[config.mk]
export PLATFORM = sky130hd
export DESIGN_NAME = ddcov_top
export DESIGN_NICKNAME = d
export VERILOG_FILES = /design/src/pkg/ddcov_pkg.sv /design/src/hw/ddcov_top.sv
export VERILOG_INCLUDE_DIRS = /design/src /design/src/pkg
export SDC_FILE = /design/constraint.sdc
export NUM_CORES = 1
export LEC_CHECK = 0
export ABC_AREA = 1
export BUFFER_PORTS_ARGS = -buffer_cell sky130_fd_sc_hd__buf_2
export CAP_MARGIN = 0
export CORE_AREA = 2 2 157 159
export CTS_CLUSTER_DIAMETER = 60
export DETAILED_ROUTE_END_ITERATION = 10
export DIE_AREA = 0 0 159 161
export PLACE_DENSITY = 0.67
export SETUP_SLACK_MARGIN = 0.02
export SLEW_MARGIN = 25
export SYNTH_ARGS = -nofsm -noshare
export SYNTH_HDL_FRONTEND = slang
export SYNTH_SLANG_ARGS = --single-unit
[constraint.sdc]
create_clock -name clk_sys -period 4.89 [get_ports clk_sys]
set_clock_uncertainty 0.15 [all_clocks]
set_input_delay 0.7335 -clock clk_sys [delete_from_list [all_inputs] [get_ports clk_sys]]
set_output_delay 0.7335 -clock clk_sys [all_outputs]
set_load 0.005 [all_outputs]
[src/pkg/ddcov_map.svh]
// register indices, field positions, reset values and timing counts of the gain and over-range block
`ifndef DDCOV_MAP_SVH
`define DDCOV_MAP_SVH

// register indices; byte address is four times the index
`define DDCOV_IDX_GAIN_CFG     10'h210
`define DDCOV_IDX_THR_I        10'h211
`define DDCOV_IDX_THR_Q        10'h212
`define DDCOV_IDX_PIN_CFG      10'h213
`define DDCOV_IDX_IRQ_STATUS   10'h218
`define DDCOV_IDX_IRQ_MASK     10'h219

// field positions
`define DDCOV_GAIN_DOUBLE_BIT  0
`define DDCOV_PIN_ENABLE_BIT   3
`define DDCOV_EXP_MSB          2
`define DDCOV_EXP_LSB          0

// reset values
`define DDCOV_RST_GAIN_CFG     8'h00
`define DDCOV_RST_THR_I        8'hf2
`define DDCOV_RST_THR_Q        8'hab
`define DDCOV_RST_PIN_CFG      8'h07
`define DDCOV_RST_IRQ          4'h0

// timing: base stretch length in sample clock cycles, scaled by 2^exponent
`define DDCOV_STRETCH_BASE     11'h008

`endif

[src/pkg/ddcov_pkg.sv]
// types shared by the gain and over-range block
package ddcov_pkg;
    // per-sample control bits carried beside the down-converter output
    typedef struct packed {
        logic q_over;
        logic i_over;
    } ddcov_ctrl_t;

    // decoded configuration held in the register file
    typedef struct packed {
        logic       gain_double;
        logic [7:0] threshold_i_level;
        logic [7:0] threshold_q_level;
        logic       status_pin_enable;
        logic [2:0] pulse_extension_exponent;
    } ddcov_cfg_t;
endpackage

[src/hw/ddcov_top.sv]
// down-converter gain stage, over-range detector, stretched flag pins and apb register file
//
// Added by the designer: register access over APB.
`timescale 1ns/1ps
`include "ddcov_map.svh"

// Behaviour
// - gain bit selects 0 dB or 6.02 dB
// - I control bit when level reaches threshold
// - Q control bit when level reaches threshold
// - threshold scaled so 256 is full scale
// - pin enable low holds four pins low
// - enable touches pins only, never control bits
// - pins stay high 8 times 2^N cycles
module ddcov_top #(
    parameter int SAMPLE_W = 16,
    parameter int ADDR_W   = 12
) (
    // clock, reset, enable
    input  wire logic                              clk_sys,
    input  wire logic                              srst,
    input  wire logic                              ce,
    // apb slave
    input  wire logic                              psel,
    input  wire logic                              penable,
    input  wire logic                              pwrite,
    input  wire logic [ADDR_W-1:0]                 paddr,
    input  wire logic [31:0]                       pwdata,
    output logic      [31:0]                       prdata,
    output logic                                   pready,
    output logic                                   pslverr,
    // down-converter samples in, channel 0 = a, 1 = b
    input  wire logic [1:0]                        in_valid,
    input  wire logic [1:0][SAMPLE_W-1:0]          in_i,
    input  wire logic [1:0][SAMPLE_W-1:0]          in_q,
    // gained samples out with control bits
    output logic      [1:0]                        out_valid,
    output logic      [1:0][SAMPLE_W-1:0]          out_i,
    output logic      [1:0][SAMPLE_W-1:0]          out_q,
    output ddcov_pkg::ddcov_ctrl_t [1:0]           out_ctrl,
    // over-range status pins
    output logic                                   chan_a_flag_pin_0,
    output logic                                   chan_a_flag_pin_1,
    output logic                                   chan_b_flag_pin_0,
    output logic                                   chan_b_flag_pin_1,
    // interrupt
    output logic                                   irq
);
    // ******************************************
    // elaboration checks
    // ******************************************
    generate
        if (SAMPLE_W < 9 || SAMPLE_W > 32) begin : g_bad_w
            $error("SAMPLE_W must lie in 9..32");
        end
        if (ADDR_W < 12 || ADDR_W > 32) begin : g_bad_a
            $error("ADDR_W must lie in 12..32");
        end
    endgenerate

    // ******************************************
    // apb register file
    // ******************************************
    ddcov_pkg::ddcov_cfg_t cfg_reg, cfg_next;
    logic [3:0]            status_reg, status_next;
    logic [3:0]            mask_reg, mask_next;
    logic [31:0]           prdata_reg, prdata_next;
    logic [3:0]            det;
    logic                  hit, wr_en;
    logic [9:0]            idx;

    assign idx    = paddr[11:2];
    // the slave never stalls except while the block is frozen
    assign pready = ce;
    assign wr_en  = ce & psel & penable & pwrite;
    assign prdata = prdata_reg;
    assign pslverr = psel & penable & ~hit;
    assign irq    = |(status_reg & mask_reg);

    // address decode and next register values
    always_comb begin
        cfg_next    = cfg_reg;
        mask_next   = mask_reg;
        prdata_next = prdata_reg;
        hit         = (paddr[1:0] == 2'h0) && ((paddr >> 12) == '0) &&
                      (idx == `DDCOV_IDX_GAIN_CFG || idx == `DDCOV_IDX_THR_I ||
                       idx == `DDCOV_IDX_THR_Q || idx == `DDCOV_IDX_PIN_CFG ||
                       idx == `DDCOV_IDX_IRQ_STATUS || idx == `DDCOV_IDX_IRQ_MASK);
        // read data is captured in the setup cycle so it leaves a flop
        if (psel && !penable) begin
            prdata_next = 32'h0000_0000;
            if (hit) begin
                unique case (idx)
                    `DDCOV_IDX_GAIN_CFG:   prdata_next[`DDCOV_GAIN_DOUBLE_BIT] = cfg_reg.gain_double;
                    `DDCOV_IDX_THR_I:      prdata_next[7:0] = cfg_reg.threshold_i_level;
                    `DDCOV_IDX_THR_Q:      prdata_next[7:0] = cfg_reg.threshold_q_level;
                    `DDCOV_IDX_PIN_CFG: begin
                        prdata_next[`DDCOV_PIN_ENABLE_BIT] = cfg_reg.status_pin_enable;
                        prdata_next[`DDCOV_EXP_MSB:`DDCOV_EXP_LSB] = cfg_reg.pulse_extension_exponent;
                    end
                    `DDCOV_IDX_IRQ_STATUS: prdata_next[3:0] = status_reg;
                    default:               prdata_next[3:0] = mask_reg;
                endcase
            end
        end
        // ddc_gain_double is software's call; no guard against clipping here
        if (wr_en && hit) begin
            if (idx == `DDCOV_IDX_GAIN_CFG) begin
                cfg_next.gain_double = pwdata[`DDCOV_GAIN_DOUBLE_BIT];
            end
            if (idx == `DDCOV_IDX_THR_I) begin
                cfg_next.threshold_i_level = pwdata[7:0];
            end
            if (idx == `DDCOV_IDX_THR_Q) begin
                cfg_next.threshold_q_level = pwdata[7:0];
            end
            if (idx == `DDCOV_IDX_PIN_CFG) begin
                cfg_next.status_pin_enable        = pwdata[`DDCOV_PIN_ENABLE_BIT];
                cfg_next.pulse_extension_exponent = pwdata[`DDCOV_EXP_MSB:`DDCOV_EXP_LSB];
            end
            if (idx == `DDCOV_IDX_IRQ_MASK) begin
                mask_next = pwdata[3:0];
            end
        end
        // write one to clear; a detection in the same cycle wins
        status_next = status_reg;
        if (wr_en && hit && idx == `DDCOV_IDX_IRQ_STATUS) begin
            status_next = status_next & ~pwdata[3:0];
        end
        status_next = status_next | det;
    end

    // register file flops
    always_ff @(posedge clk_sys) begin
        if (srst) begin
            cfg_reg.gain_double              <= 1'(`DDCOV_RST_GAIN_CFG >> `DDCOV_GAIN_DOUBLE_BIT);
            cfg_reg.threshold_i_level        <= `DDCOV_RST_THR_I;
            cfg_reg.threshold_q_level        <= `DDCOV_RST_THR_Q;
            cfg_reg.status_pin_enable        <= 1'(`DDCOV_RST_PIN_CFG >> `DDCOV_PIN_ENABLE_BIT);
            cfg_reg.pulse_extension_exponent <= 3'(`DDCOV_RST_PIN_CFG >> `DDCOV_EXP_LSB);
            status_reg                       <= `DDCOV_RST_IRQ;
            mask_reg                         <= `DDCOV_RST_IRQ;
            prdata_reg                       <= 32'h0000_0000;
        end else if (ce) begin
            cfg_reg    <= cfg_next;
            status_reg <= status_next;
            mask_reg   <= mask_next;
            prdata_reg <= prdata_next;
        end
    end

    // ******************************************
    // gain and detection per channel
    // ******************************************
    logic [1:0]                        valid_next;
    logic [1:0][SAMPLE_W-1:0]          i_next, q_next;
    ddcov_pkg::ddcov_ctrl_t [1:0]      ctrl_next;
    logic [SAMPLE_W-1:0]               thr_i_scaled, thr_q_scaled;

    // threshold T sits at T/256 of full scale
    assign thr_i_scaled = SAMPLE_W'(cfg_reg.threshold_i_level) << (SAMPLE_W - 9);
    assign thr_q_scaled = SAMPLE_W'(cfg_reg.threshold_q_level) << (SAMPLE_W - 9);

    genvar ch;
    generate
        for (ch = 0; ch < 2; ch++) begin : g_chan
            logic [SAMPLE_W-1:0] gi, gq, mag_i, mag_q;
            always_comb begin
                gi = in_i[ch];
                gq = in_q[ch];
                if (cfg_reg.gain_double) begin
                    gi = (in_i[ch][SAMPLE_W-1] != in_i[ch][SAMPLE_W-2]) ?
                         {in_i[ch][SAMPLE_W-1], {(SAMPLE_W-1){~in_i[ch][SAMPLE_W-1]}}} :
                         {in_i[ch][SAMPLE_W-2:0], 1'b0};
                    gq = (in_q[ch][SAMPLE_W-1] != in_q[ch][SAMPLE_W-2]) ?
                         {in_q[ch][SAMPLE_W-1], {(SAMPLE_W-1){~in_q[ch][SAMPLE_W-1]}}} :
                         {in_q[ch][SAMPLE_W-2:0], 1'b0};
                end
                // most negative code maps to full scale, which is unsigned 2^(w-1)
                mag_i = gi[SAMPLE_W-1] ? SAMPLE_W'(-gi) : gi;
                mag_q = gq[SAMPLE_W-1] ? SAMPLE_W'(-gq) : gq;
                valid_next[ch] = in_valid[ch];
                i_next[ch]     = gi;
                q_next[ch]     = gq;
                // i control bit on reaching the first threshold
                ctrl_next[ch].i_over = mag_i >= thr_i_scaled;
                // q control bit on reaching the second threshold
                ctrl_next[ch].q_over = mag_q >= thr_q_scaled;
            end
            // detections feed irq status bits and stretch counters whatever the pin enable
            assign det[2*ch]   = ce & in_valid[ch] & ctrl_next[ch].i_over;
            assign det[2*ch+1] = ce & in_valid[ch] & ctrl_next[ch].q_over;
        end
    endgenerate

    // sample output flops; data holds between valid samples
    always_ff @(posedge clk_sys) begin
        if (srst) begin
            out_valid <= 2'h0;
            out_i     <= '0;
            out_q     <= '0;
            out_ctrl  <= '0;
        end else if (ce) begin
            out_valid <= valid_next;
            for (int c = 0; c < 2; c++) begin
                if (valid_next[c]) begin
                    out_i[c]    <= i_next[c];
                    out_q[c]    <= q_next[c];
                    out_ctrl[c] <= ctrl_next[c];
                end
            end
        end
    end

    // ******************************************
    // pulse stretch of the status pins
    // ******************************************
    logic [10:0]      stretch_len;
    logic [3:0][10:0] cnt_reg, cnt_next;
    logic [3:0]       pin_reg, pin_next;

    // stretch length 8 * 2^n, up to 1024 cycles
    assign stretch_len = `DDCOV_STRETCH_BASE << cfg_reg.pulse_extension_exponent;

    genvar p;
    generate
        for (p = 0; p < 4; p++) begin : g_pin
            always_comb begin
                // any detection reloads the full stretch
                if (det[p]) begin
                    cnt_next[p] = stretch_len;
                end else if (cnt_reg[p] != 11'h000) begin
                    cnt_next[p] = cnt_reg[p] - 11'h001;
                end else begin
                    cnt_next[p] = 11'h000;
                end
                // pins forced low while the enable is clear
                pin_next[p] = cfg_reg.status_pin_enable & (cnt_next[p] != 11'h000);
            end
        end
    endgenerate

    // counters keep running with the enable low, so an event shortly before the enable is set shows only the rest of its stretch
    always_ff @(posedge clk_sys) begin
        if (srst) begin
            cnt_reg <= '0;
            pin_reg <= 4'h0;
        end else if (ce) begin
            cnt_reg <= cnt_next;
            pin_reg <= pin_next;
        end
    end

    assign chan_a_flag_pin_0 = pin_reg[0];
    assign chan_a_flag_pin_1 = pin_reg[1];
    assign chan_b_flag_pin_0 = pin_reg[2];
    assign chan_b_flag_pin_1 = pin_reg[3];

    // ******************************************
    // assertions and covers
    // ******************************************
    logic [10:0] high_cnt;
    // cycles pin 0 has been high, for the minimum width check
    always_ff @(posedge clk_sys) begin
        if (srst) begin
            high_cnt <= 11'h000;
        end else if (ce) begin
            high_cnt <= pin_reg[0] ? high_cnt + 11'h001 : 11'h000;
        end
    end

    gain_unity_a: assert property (@(posedge clk_sys) disable iff (srst)
        ce && in_valid[0] && !cfg_reg.gain_double |=> out_i[0] == $past(in_i[0]))
        else $error("unity gain altered sample");
    gain_double_a: assert property (@(posedge clk_sys) disable iff (srst)
        ce && in_valid[0] && cfg_reg.gain_double && in_q[0][SAMPLE_W-1] == in_q[0][SAMPLE_W-2]
        |=> out_q[0] == {$past(in_q[0][SAMPLE_W-2:0]), 1'b0})
        else $error("doubled gain wrong");
    thr_reset_a: assert property (@(posedge clk_sys)
        srst |=> cfg_reg.threshold_i_level == 8'hf2 && cfg_reg.threshold_q_level == 8'hab)
        else $error("threshold reset value wrong");
    flag_full_i_a: assert property (@(posedge clk_sys) disable iff (srst)
        ce && in_valid[1] && !cfg_reg.gain_double && in_i[1] == {1'b1, {(SAMPLE_W-1){1'b0}}}
        |=> out_ctrl[1].i_over)
        else $error("full scale sample not flagged");
    flag_low_q_a: assert property (@(posedge clk_sys) disable iff (srst)
        ce && in_valid[0] && !cfg_reg.gain_double && in_q[0] == '0 && cfg_reg.threshold_q_level != 8'h00
        |=> !out_ctrl[0].q_over)
        else $error("zero sample flagged");
    pins_off_a: assert property (@(posedge clk_sys) disable iff (srst)
        ce && !cfg_reg.status_pin_enable |=> pin_reg == 4'h0)
        else $error("pin driven while disabled");
    ctrl_ignores_en_a: assert property (@(posedge clk_sys) disable iff (srst)
        ce && !cfg_reg.status_pin_enable && det[0] |=> out_ctrl[0].i_over)
        else $error("control bit gated by pin enable");
    pin_width_a: assert property (@(posedge clk_sys) disable iff (srst)
        ce && pin_reg[0] && !pin_next[0] && cfg_reg.status_pin_enable && $stable(stretch_len)
        |-> high_cnt + 11'h001 >= stretch_len)
        else $error("pin pulse shorter than stretch");
    retrigger_a: assert property (@(posedge clk_sys) disable iff (srst)
        det[3] && cfg_reg.status_pin_enable |=> pin_reg[3] && cnt_reg[3] == $past(stretch_len))
        else $error("detection did not reload stretch");

    stretch_cov_c: cover property (@(posedge clk_sys) disable iff (srst) $fell(pin_reg[0]));
    retrig_cov_c: cover property (@(posedge clk_sys) disable iff (srst) pin_reg[3] && det[3]);
    irq_cov_c: cover property (@(posedge clk_sys) disable iff (srst) $rose(irq));
endmodule

# Word level (Yosys, flattened, before mapping)
# Cells that the tools add are included.
classes:
  magnitude_cmp: 4
  bitwise: 24
  addsub: 8
  n_eq_ne: 10
  reduce_logical: 28
  shift: 1
  mux: 25
ops:
  columns: ["operator", "count"]
  rows:
  - ["2-to-1 mux 16 bit", 12]
  - ["2-to-1 mux 11 bit", 8]
  - ["nonzero test 11 bit", 8]
  - [">= comparator 16 x 15 -> 1 bit", 4]
  - ["negator 16 bit", 4]
  - ["equality test 10 bit (second input constant)", 6]
  - ["subtractor 11 x 1 -> 11 bit (second input constant)", 4]
  - ["AND 1 bit", 15]
  - ["case mux 3 bit (5 select lines)", 1]
  - ["AND reduction 3 bit", 5]
  - ["left shift 4 x 3 -> 11 bit (first input constant)", 1]
  - ["AND 4 bit", 2]
  - ["2-to-1 mux 8 bit", 1]
  - ["case mux 4 bit (2 select lines)", 1]
  - ["AND reduction 2 bit", 3]
  - ["logical OR 1 bit", 5]
  - ["NOT 1 bit", 5]
  - ["case mux 1 bit (5 select lines)", 1]
  - ["logical AND 1 bit", 4]
  - ["2-to-1 mux 4 bit", 1]
  - ["!= test 1 bit", 4]
  - ["NOT 4 bit", 1]
  - ["OR 4 bit", 1]
  - ["OR reduction 4 bit", 1]
  - ["2 further kinds", 2]
word_totals:
  regBits: 155
  elab_cells: 122

# Depth between registers and ports, before layout
depth:
  depth_word: 11
  ltp_mapped: 37
  depth_no_buf: 35

# Worst setup path after synthesis
# OpenSTA, ideal clock, no wires.
synth_path:
  path_type: "input -> register"
  from: "input in_i[14] (netlist bit)"
  to: "register pin_reg[0]"
  cell_stages: 33
  required_ns: 4.606
  setup_time_ns: 0.134
  path_slack_ns: 0.439
  arrival_time_ns: 4.168
  path_cell_list: "inv_1 ha_1 inv_2 or2_2 a21oi_1 nand3_1 nor2_2 nand2_1 nor2_1 inv_1 nor2_1 inv_1 nor2_2 inv_1 nor2_1 nand4_1 nand2_1 xor2_1 ha_1 a21o_1 a31oi_1 nand2_1 inv_2 nand2_4 nand2_2 buf_6 nand2_1 nand2_1 nand2_1 nor2_1 nand3_1 nand2_1 a21oi_1"
synth_between:
  elab_chain_cells: 10
synth_rtl:
  columns: ["element", "line", "source"]
  rows:
  - ["start, declared", "ddcov_top.sv:34", "input wire logic [1:0][SAMPLE_W-1:0] in_i,"]
  - ["!= test 1 bit", "ddcov_top.sv:172", "gi = (in_i[ch][SAMPLE_W-1] != in_i[ch][SAMPLE_W-2]) ?"]
  - ["2-to-1 mux 16 bit", "ddcov_top.sv:172", null]
  - ["2-to-1 mux 16 bit *", "ddcov_top.sv:171", "if (cfg_reg.gain_double) begin"]
  - ["negator 16 bit", "ddcov_top.sv:180", "mag_i = gi[SAMPLE_W-1] ? SAMPLE_W'(-gi) : gi;"]
  - ["2-to-1 mux 16 bit *", "ddcov_top.sv:180", null]
  - [">= comparator 16 x 15 -> 1 bit *", "ddcov_top.sv:186", "ctrl_next[ch].i_over = mag_i >= thr_i_scaled;"]
  - ["AND 1 bit *", "ddcov_top.sv:191", "assign det[2*ch] = ce & in_valid[ch] & ctrl_next[ch].i_over;"]
  - ["2-to-1 mux 11 bit *", "ddcov_top.sv:230", "if (det[p]) begin"]
  - ["nonzero test 11 bit *", "ddcov_top.sv:238", "pin_next[p] = cfg_reg.status_pin_enable & (cnt_next[p] != 11'h000);"]
  - ["AND 1 bit *", "ddcov_top.sv:238", null]
  - ["end signal, assigned", "ddcov_top.sv:250", "pin_reg <= pin_next;"]
  - ["end, declared", "ddcov_top.sv:220", "logic [3:0] pin_reg, pin_next;"]
# Mark *: on every way between the ends. The rest lies on a longest branch, timed or not.
# A chain may end at the register's enable or synchronous reset.

# Worst setup path in the final report
# Ends and elaborated chain as after synthesis.

==> impl_metrics.env <==
export IMPL_wire_per_inst_um=13.39
export IMPL_clk_insertion_delay_late_ps=430
export IMPL_dp_hpwl_um=21700
export IMPL_die_w_um=159
export IMPL_layout_nets=1981
export IMPL_track_usage_pct=22.37
export IMPL_cts_sinks=155
export IMPL_clockBufferDepth=2
export IMPL_syn_cell_area_um2=10620
export IMPL_gr_usage_met2_pct=36.98
export IMPL_grt_max_degree=71
export IMPL_vias=10639
export IMPL_cts_root_buffer="clkbuf_16"
export IMPL_placeableCoreArea_um2=23960
export IMPL_cp_slowest_cell="ha_1"
export IMPL_drive_gt1_share_pct=17.28
export IMPL_slew_violations=0
export IMPL_multi_input_area_um2=6111
export IMPL_grt_busiest_layer="met2"
export IMPL_grt_pass1_wl_um=47590
export IMPL_grt_use_met3_pct=4.674
export IMPL_cts_made_buffers=17
export IMPL_crit_family="simple AND/OR/NAND/NOR gates"
export IMPL_ys_warn_count=0
export IMPL_io_buffers=176
export IMPL_rows=57
export IMPL_grt_overflow_total=0
export IMPL_pin_count=225
export IMPL_htreeDepth=4
export IMPL_timing_fmax_ghz=0.2250
export IMPL_tightest_slew_ps=974.6
export IMPL_synth_area_per_cell_um2=6.473
export IMPL_drtPass1Iterations=7
export IMPL_layout_min_cycle_time_ps=4444
export IMPL_async_flop_share_pct=0
export IMPL_grtUsageMet1_pct=29.49
export IMPL_status="completed"
export IMPL_yosys_area_top_type="dfxtp_1"
export IMPL_required_ps=5010
export IMPL_cts_hold_fix_buffers=0
export IMPL_path_clk_slew_ps=60
export IMPL_drt_iter0_drc=645
export IMPL_cts_tree="yes"
export IMPL_regArea_um2=3104
export IMPL_post_place_ws_ps=-103.1
export IMPL_die_y_um=161
export IMPL_gp_congestion=0.8782
export IMPL_ys_seq_area_share_pct=29.23
export IMPL_peakVddDrop_uv=185.9
export IMPL_die_area_um2=25600
export IMPL_drc=0
export IMPL_syn_inst=1640
export IMPL_slew_headroom_pct=34.93
export IMPL_synth_cell_types=53
export IMPL_p_total_w=0.003534
export IMPL_critPathLaunchType="primary input"
export IMPL_synthTopCellsByArea="dfxtp_1 29%, nand2_1 12%, inv_1 8.9%"
export IMPL_crit_start="in_i[14]"
export IMPL_setup_slack_ps=445.5
export IMPL_final_cell_count_no_fill=2154
export IMPL_yosysTopAreaCellShare_pct=29.23
export IMPL_hp_start="prdata[3]$_SDFFE_PP0P_"
export IMPL_vias_per_cell=4.939
export IMPL_grt_antenna_before_repair=1
export IMPL_critPathBufInv=10
export IMPL_grt_pass1_vias=9736
export IMPL_end_kind="register"
export IMPL_p_leak_nw=6.499
export IMPL_slowest_delay_ps=300
export IMPL_fillers=2481
export IMPL_setup_worst_path_class="in2reg"
export IMPL_setup_viol=0
export IMPL_critPathArrivalTime_ps=4570
export IMPL_wl_um=28840
export IMPL_rr_startpoint="cfg_reg[20]$_SDFFE_PP0P_"
export IMPL_yosys_most_used_dff="dfxtp_1"
export IMPL_hold_viol=0
export IMPL_period_share_pct=90.89
export IMPL_min_path_type="reg2reg"
export IMPL_synth_edf_count=0
export IMPL_p_per_area_nw_per_um2=283.7
export IMPL_largest_register_ffs=44
export IMPL_syn_to_final_growth_pct=17.35
export IMPL_critPathMaxFanout=7
export IMPL_dp_cells=2121
export IMPL_timing_max_cap_violations=0
export IMPL_rsz0062_at_grt="false"
export IMPL_ant_nets=0
export IMPL_synth_seq_cells=155
export IMPL_start_util_pct=44.30
## repair_timing
item                                    4_1_cts  5_1_grt
buffers inserted                              0        1
endpoints found under the setup margin        0        5
gates resized for setup                       0       15
## report_power, final
part	switching (W)	total [W]	internal [W]
logic	0.000512	0.000843	0.000331
registers	0.0000485	0.00139	0.00134
clock network	0.000545	0.00130	0.000756
## metal layers
| metal | routed length [um] | up-vias |
|---|---|---|
| met5 | 0 | - |
| met4 | 461 | 0 |
| met3 | 1678 | 37 |
| met2 | 13110 | 242 |
| met1 | 13590 | 4784 |
| li1 | - | 5576 |
## cell type report
cell class | count | area share, %
tap | 324 | 3.254
clock buffer | 23 | 3.917
inverter | 261 | 7.885
multi-input combinational | 1155 | 49.06
antenna | 1 | 0.02009
clock inverter | 8 | 0.6730
timing repair buffer | 227 | 10.28
sequential | 155 | 24.92
## synthesized netlist by cell type (4+ instances only)
cell      instances
buf_2            12
nand4_1           4
o22ai_1           8
inv_1           252
clkbuf_1         38
a21oi_1         124
nand2_2           8
nor3_1           30
xnor2_1          13
nand2_1         340
ha_1             48
nand2_4           5
buf_4            27
or2_2             6
o21ai_1           9
dfxtp_1         155
o21ai_2           5
xor2_1           41
nor2_1          159
nand3_1          97
a211oi_1         16
o21ai_0         127
or2_1             7
o211ai_1         33
inv_2             5
nor2_2            4
a31oi_1           7
buf_6            12
## per-stage QoR
stage	hold WS (ps)	cell area, um^2	util, %	TNS, ps
2_1_floorplan	289.2	10700	-	0
3_3_place_gp	298.5	11830	49.35	-79.30
3_5_place_dp	302.2	11830	49.35	-122.1
4_1_cts	312.0	12400	51.73	0
5_1_grt	323.1	12460	51.98	0
6_report	310.7	12460	51.98	0
## tightest hold or removal path: stages (launching register included)
cell,delay [ps]
dfxtp_1,300
nand2_1,60
a21oi_1,50
## logic make-up (layout without fill, tap and decap cells)
logic type                 count (synthesis)  in the layout  share of synthesized area, %
and+or+nand+nor                          679            679                         27.51
buffers and inverters                    353            519                         14.45
AOI/OAI and AO/OA                        349            349                         18.56
DFF                                      155            155                         29.23
xor gates and xnor gates                  54             54                         4.455
adders and majority gates                 48             48                         5.658
other                                      1             25                       0.03533
muxes                                      1              1                       0.09430
## final timing paths
check	end	slack [ps]	cells after the start
hold / removal	prdata[3]$_SDFFE_PP0P_	310	2
hold reg to reg	prdata[3]$_SDFFE_PP0P_	310	2
setup reg to reg	pin_reg[0]$_SDFFE_PP0P_	690	32
setup / recovery	pin_reg[0]$_SDFFE_PP0P_	450	35
## cells in the final DEF (no fill, tap or decap), types with 4 or more instances in the layout
cell / synthesis / final
o22ai_1: 8 / 8
a31oi_1: 7 / 7
inv_1: 252 / 249
dfxtp_1: 155 / 154
o21ai_2: 5 / 5
nand2_4: 5 / 6
buf_4: 27 / 49
conb_1: 1 / 24
buf_2: 12 / 176
nand3_1: 97 / 96
clkbuf_16: 0 / 17
nor2_1: 159 / 154
o211ai_1: 33 / 33
clkbuf_8: 0 / 4
or2_2: 6 / 6
nand4_1: 4 / 4
nor3_1: 30 / 29
ha_1: 48 / 48
nor3_2: 3 / 4
a211oi_1: 16 / 16
xor2_1: 41 / 41
o21ai_0: 127 / 127
nand2_2: 8 / 8
inv_2: 5 / 8
nor2_2: 4 / 9
a21oi_1: 124 / 124
or2_1: 7 / 7
nand2_1: 340 / 338
o21ai_1: 9 / 9
xnor2_1: 13 / 13
Power figures use the tool's default switching activity.
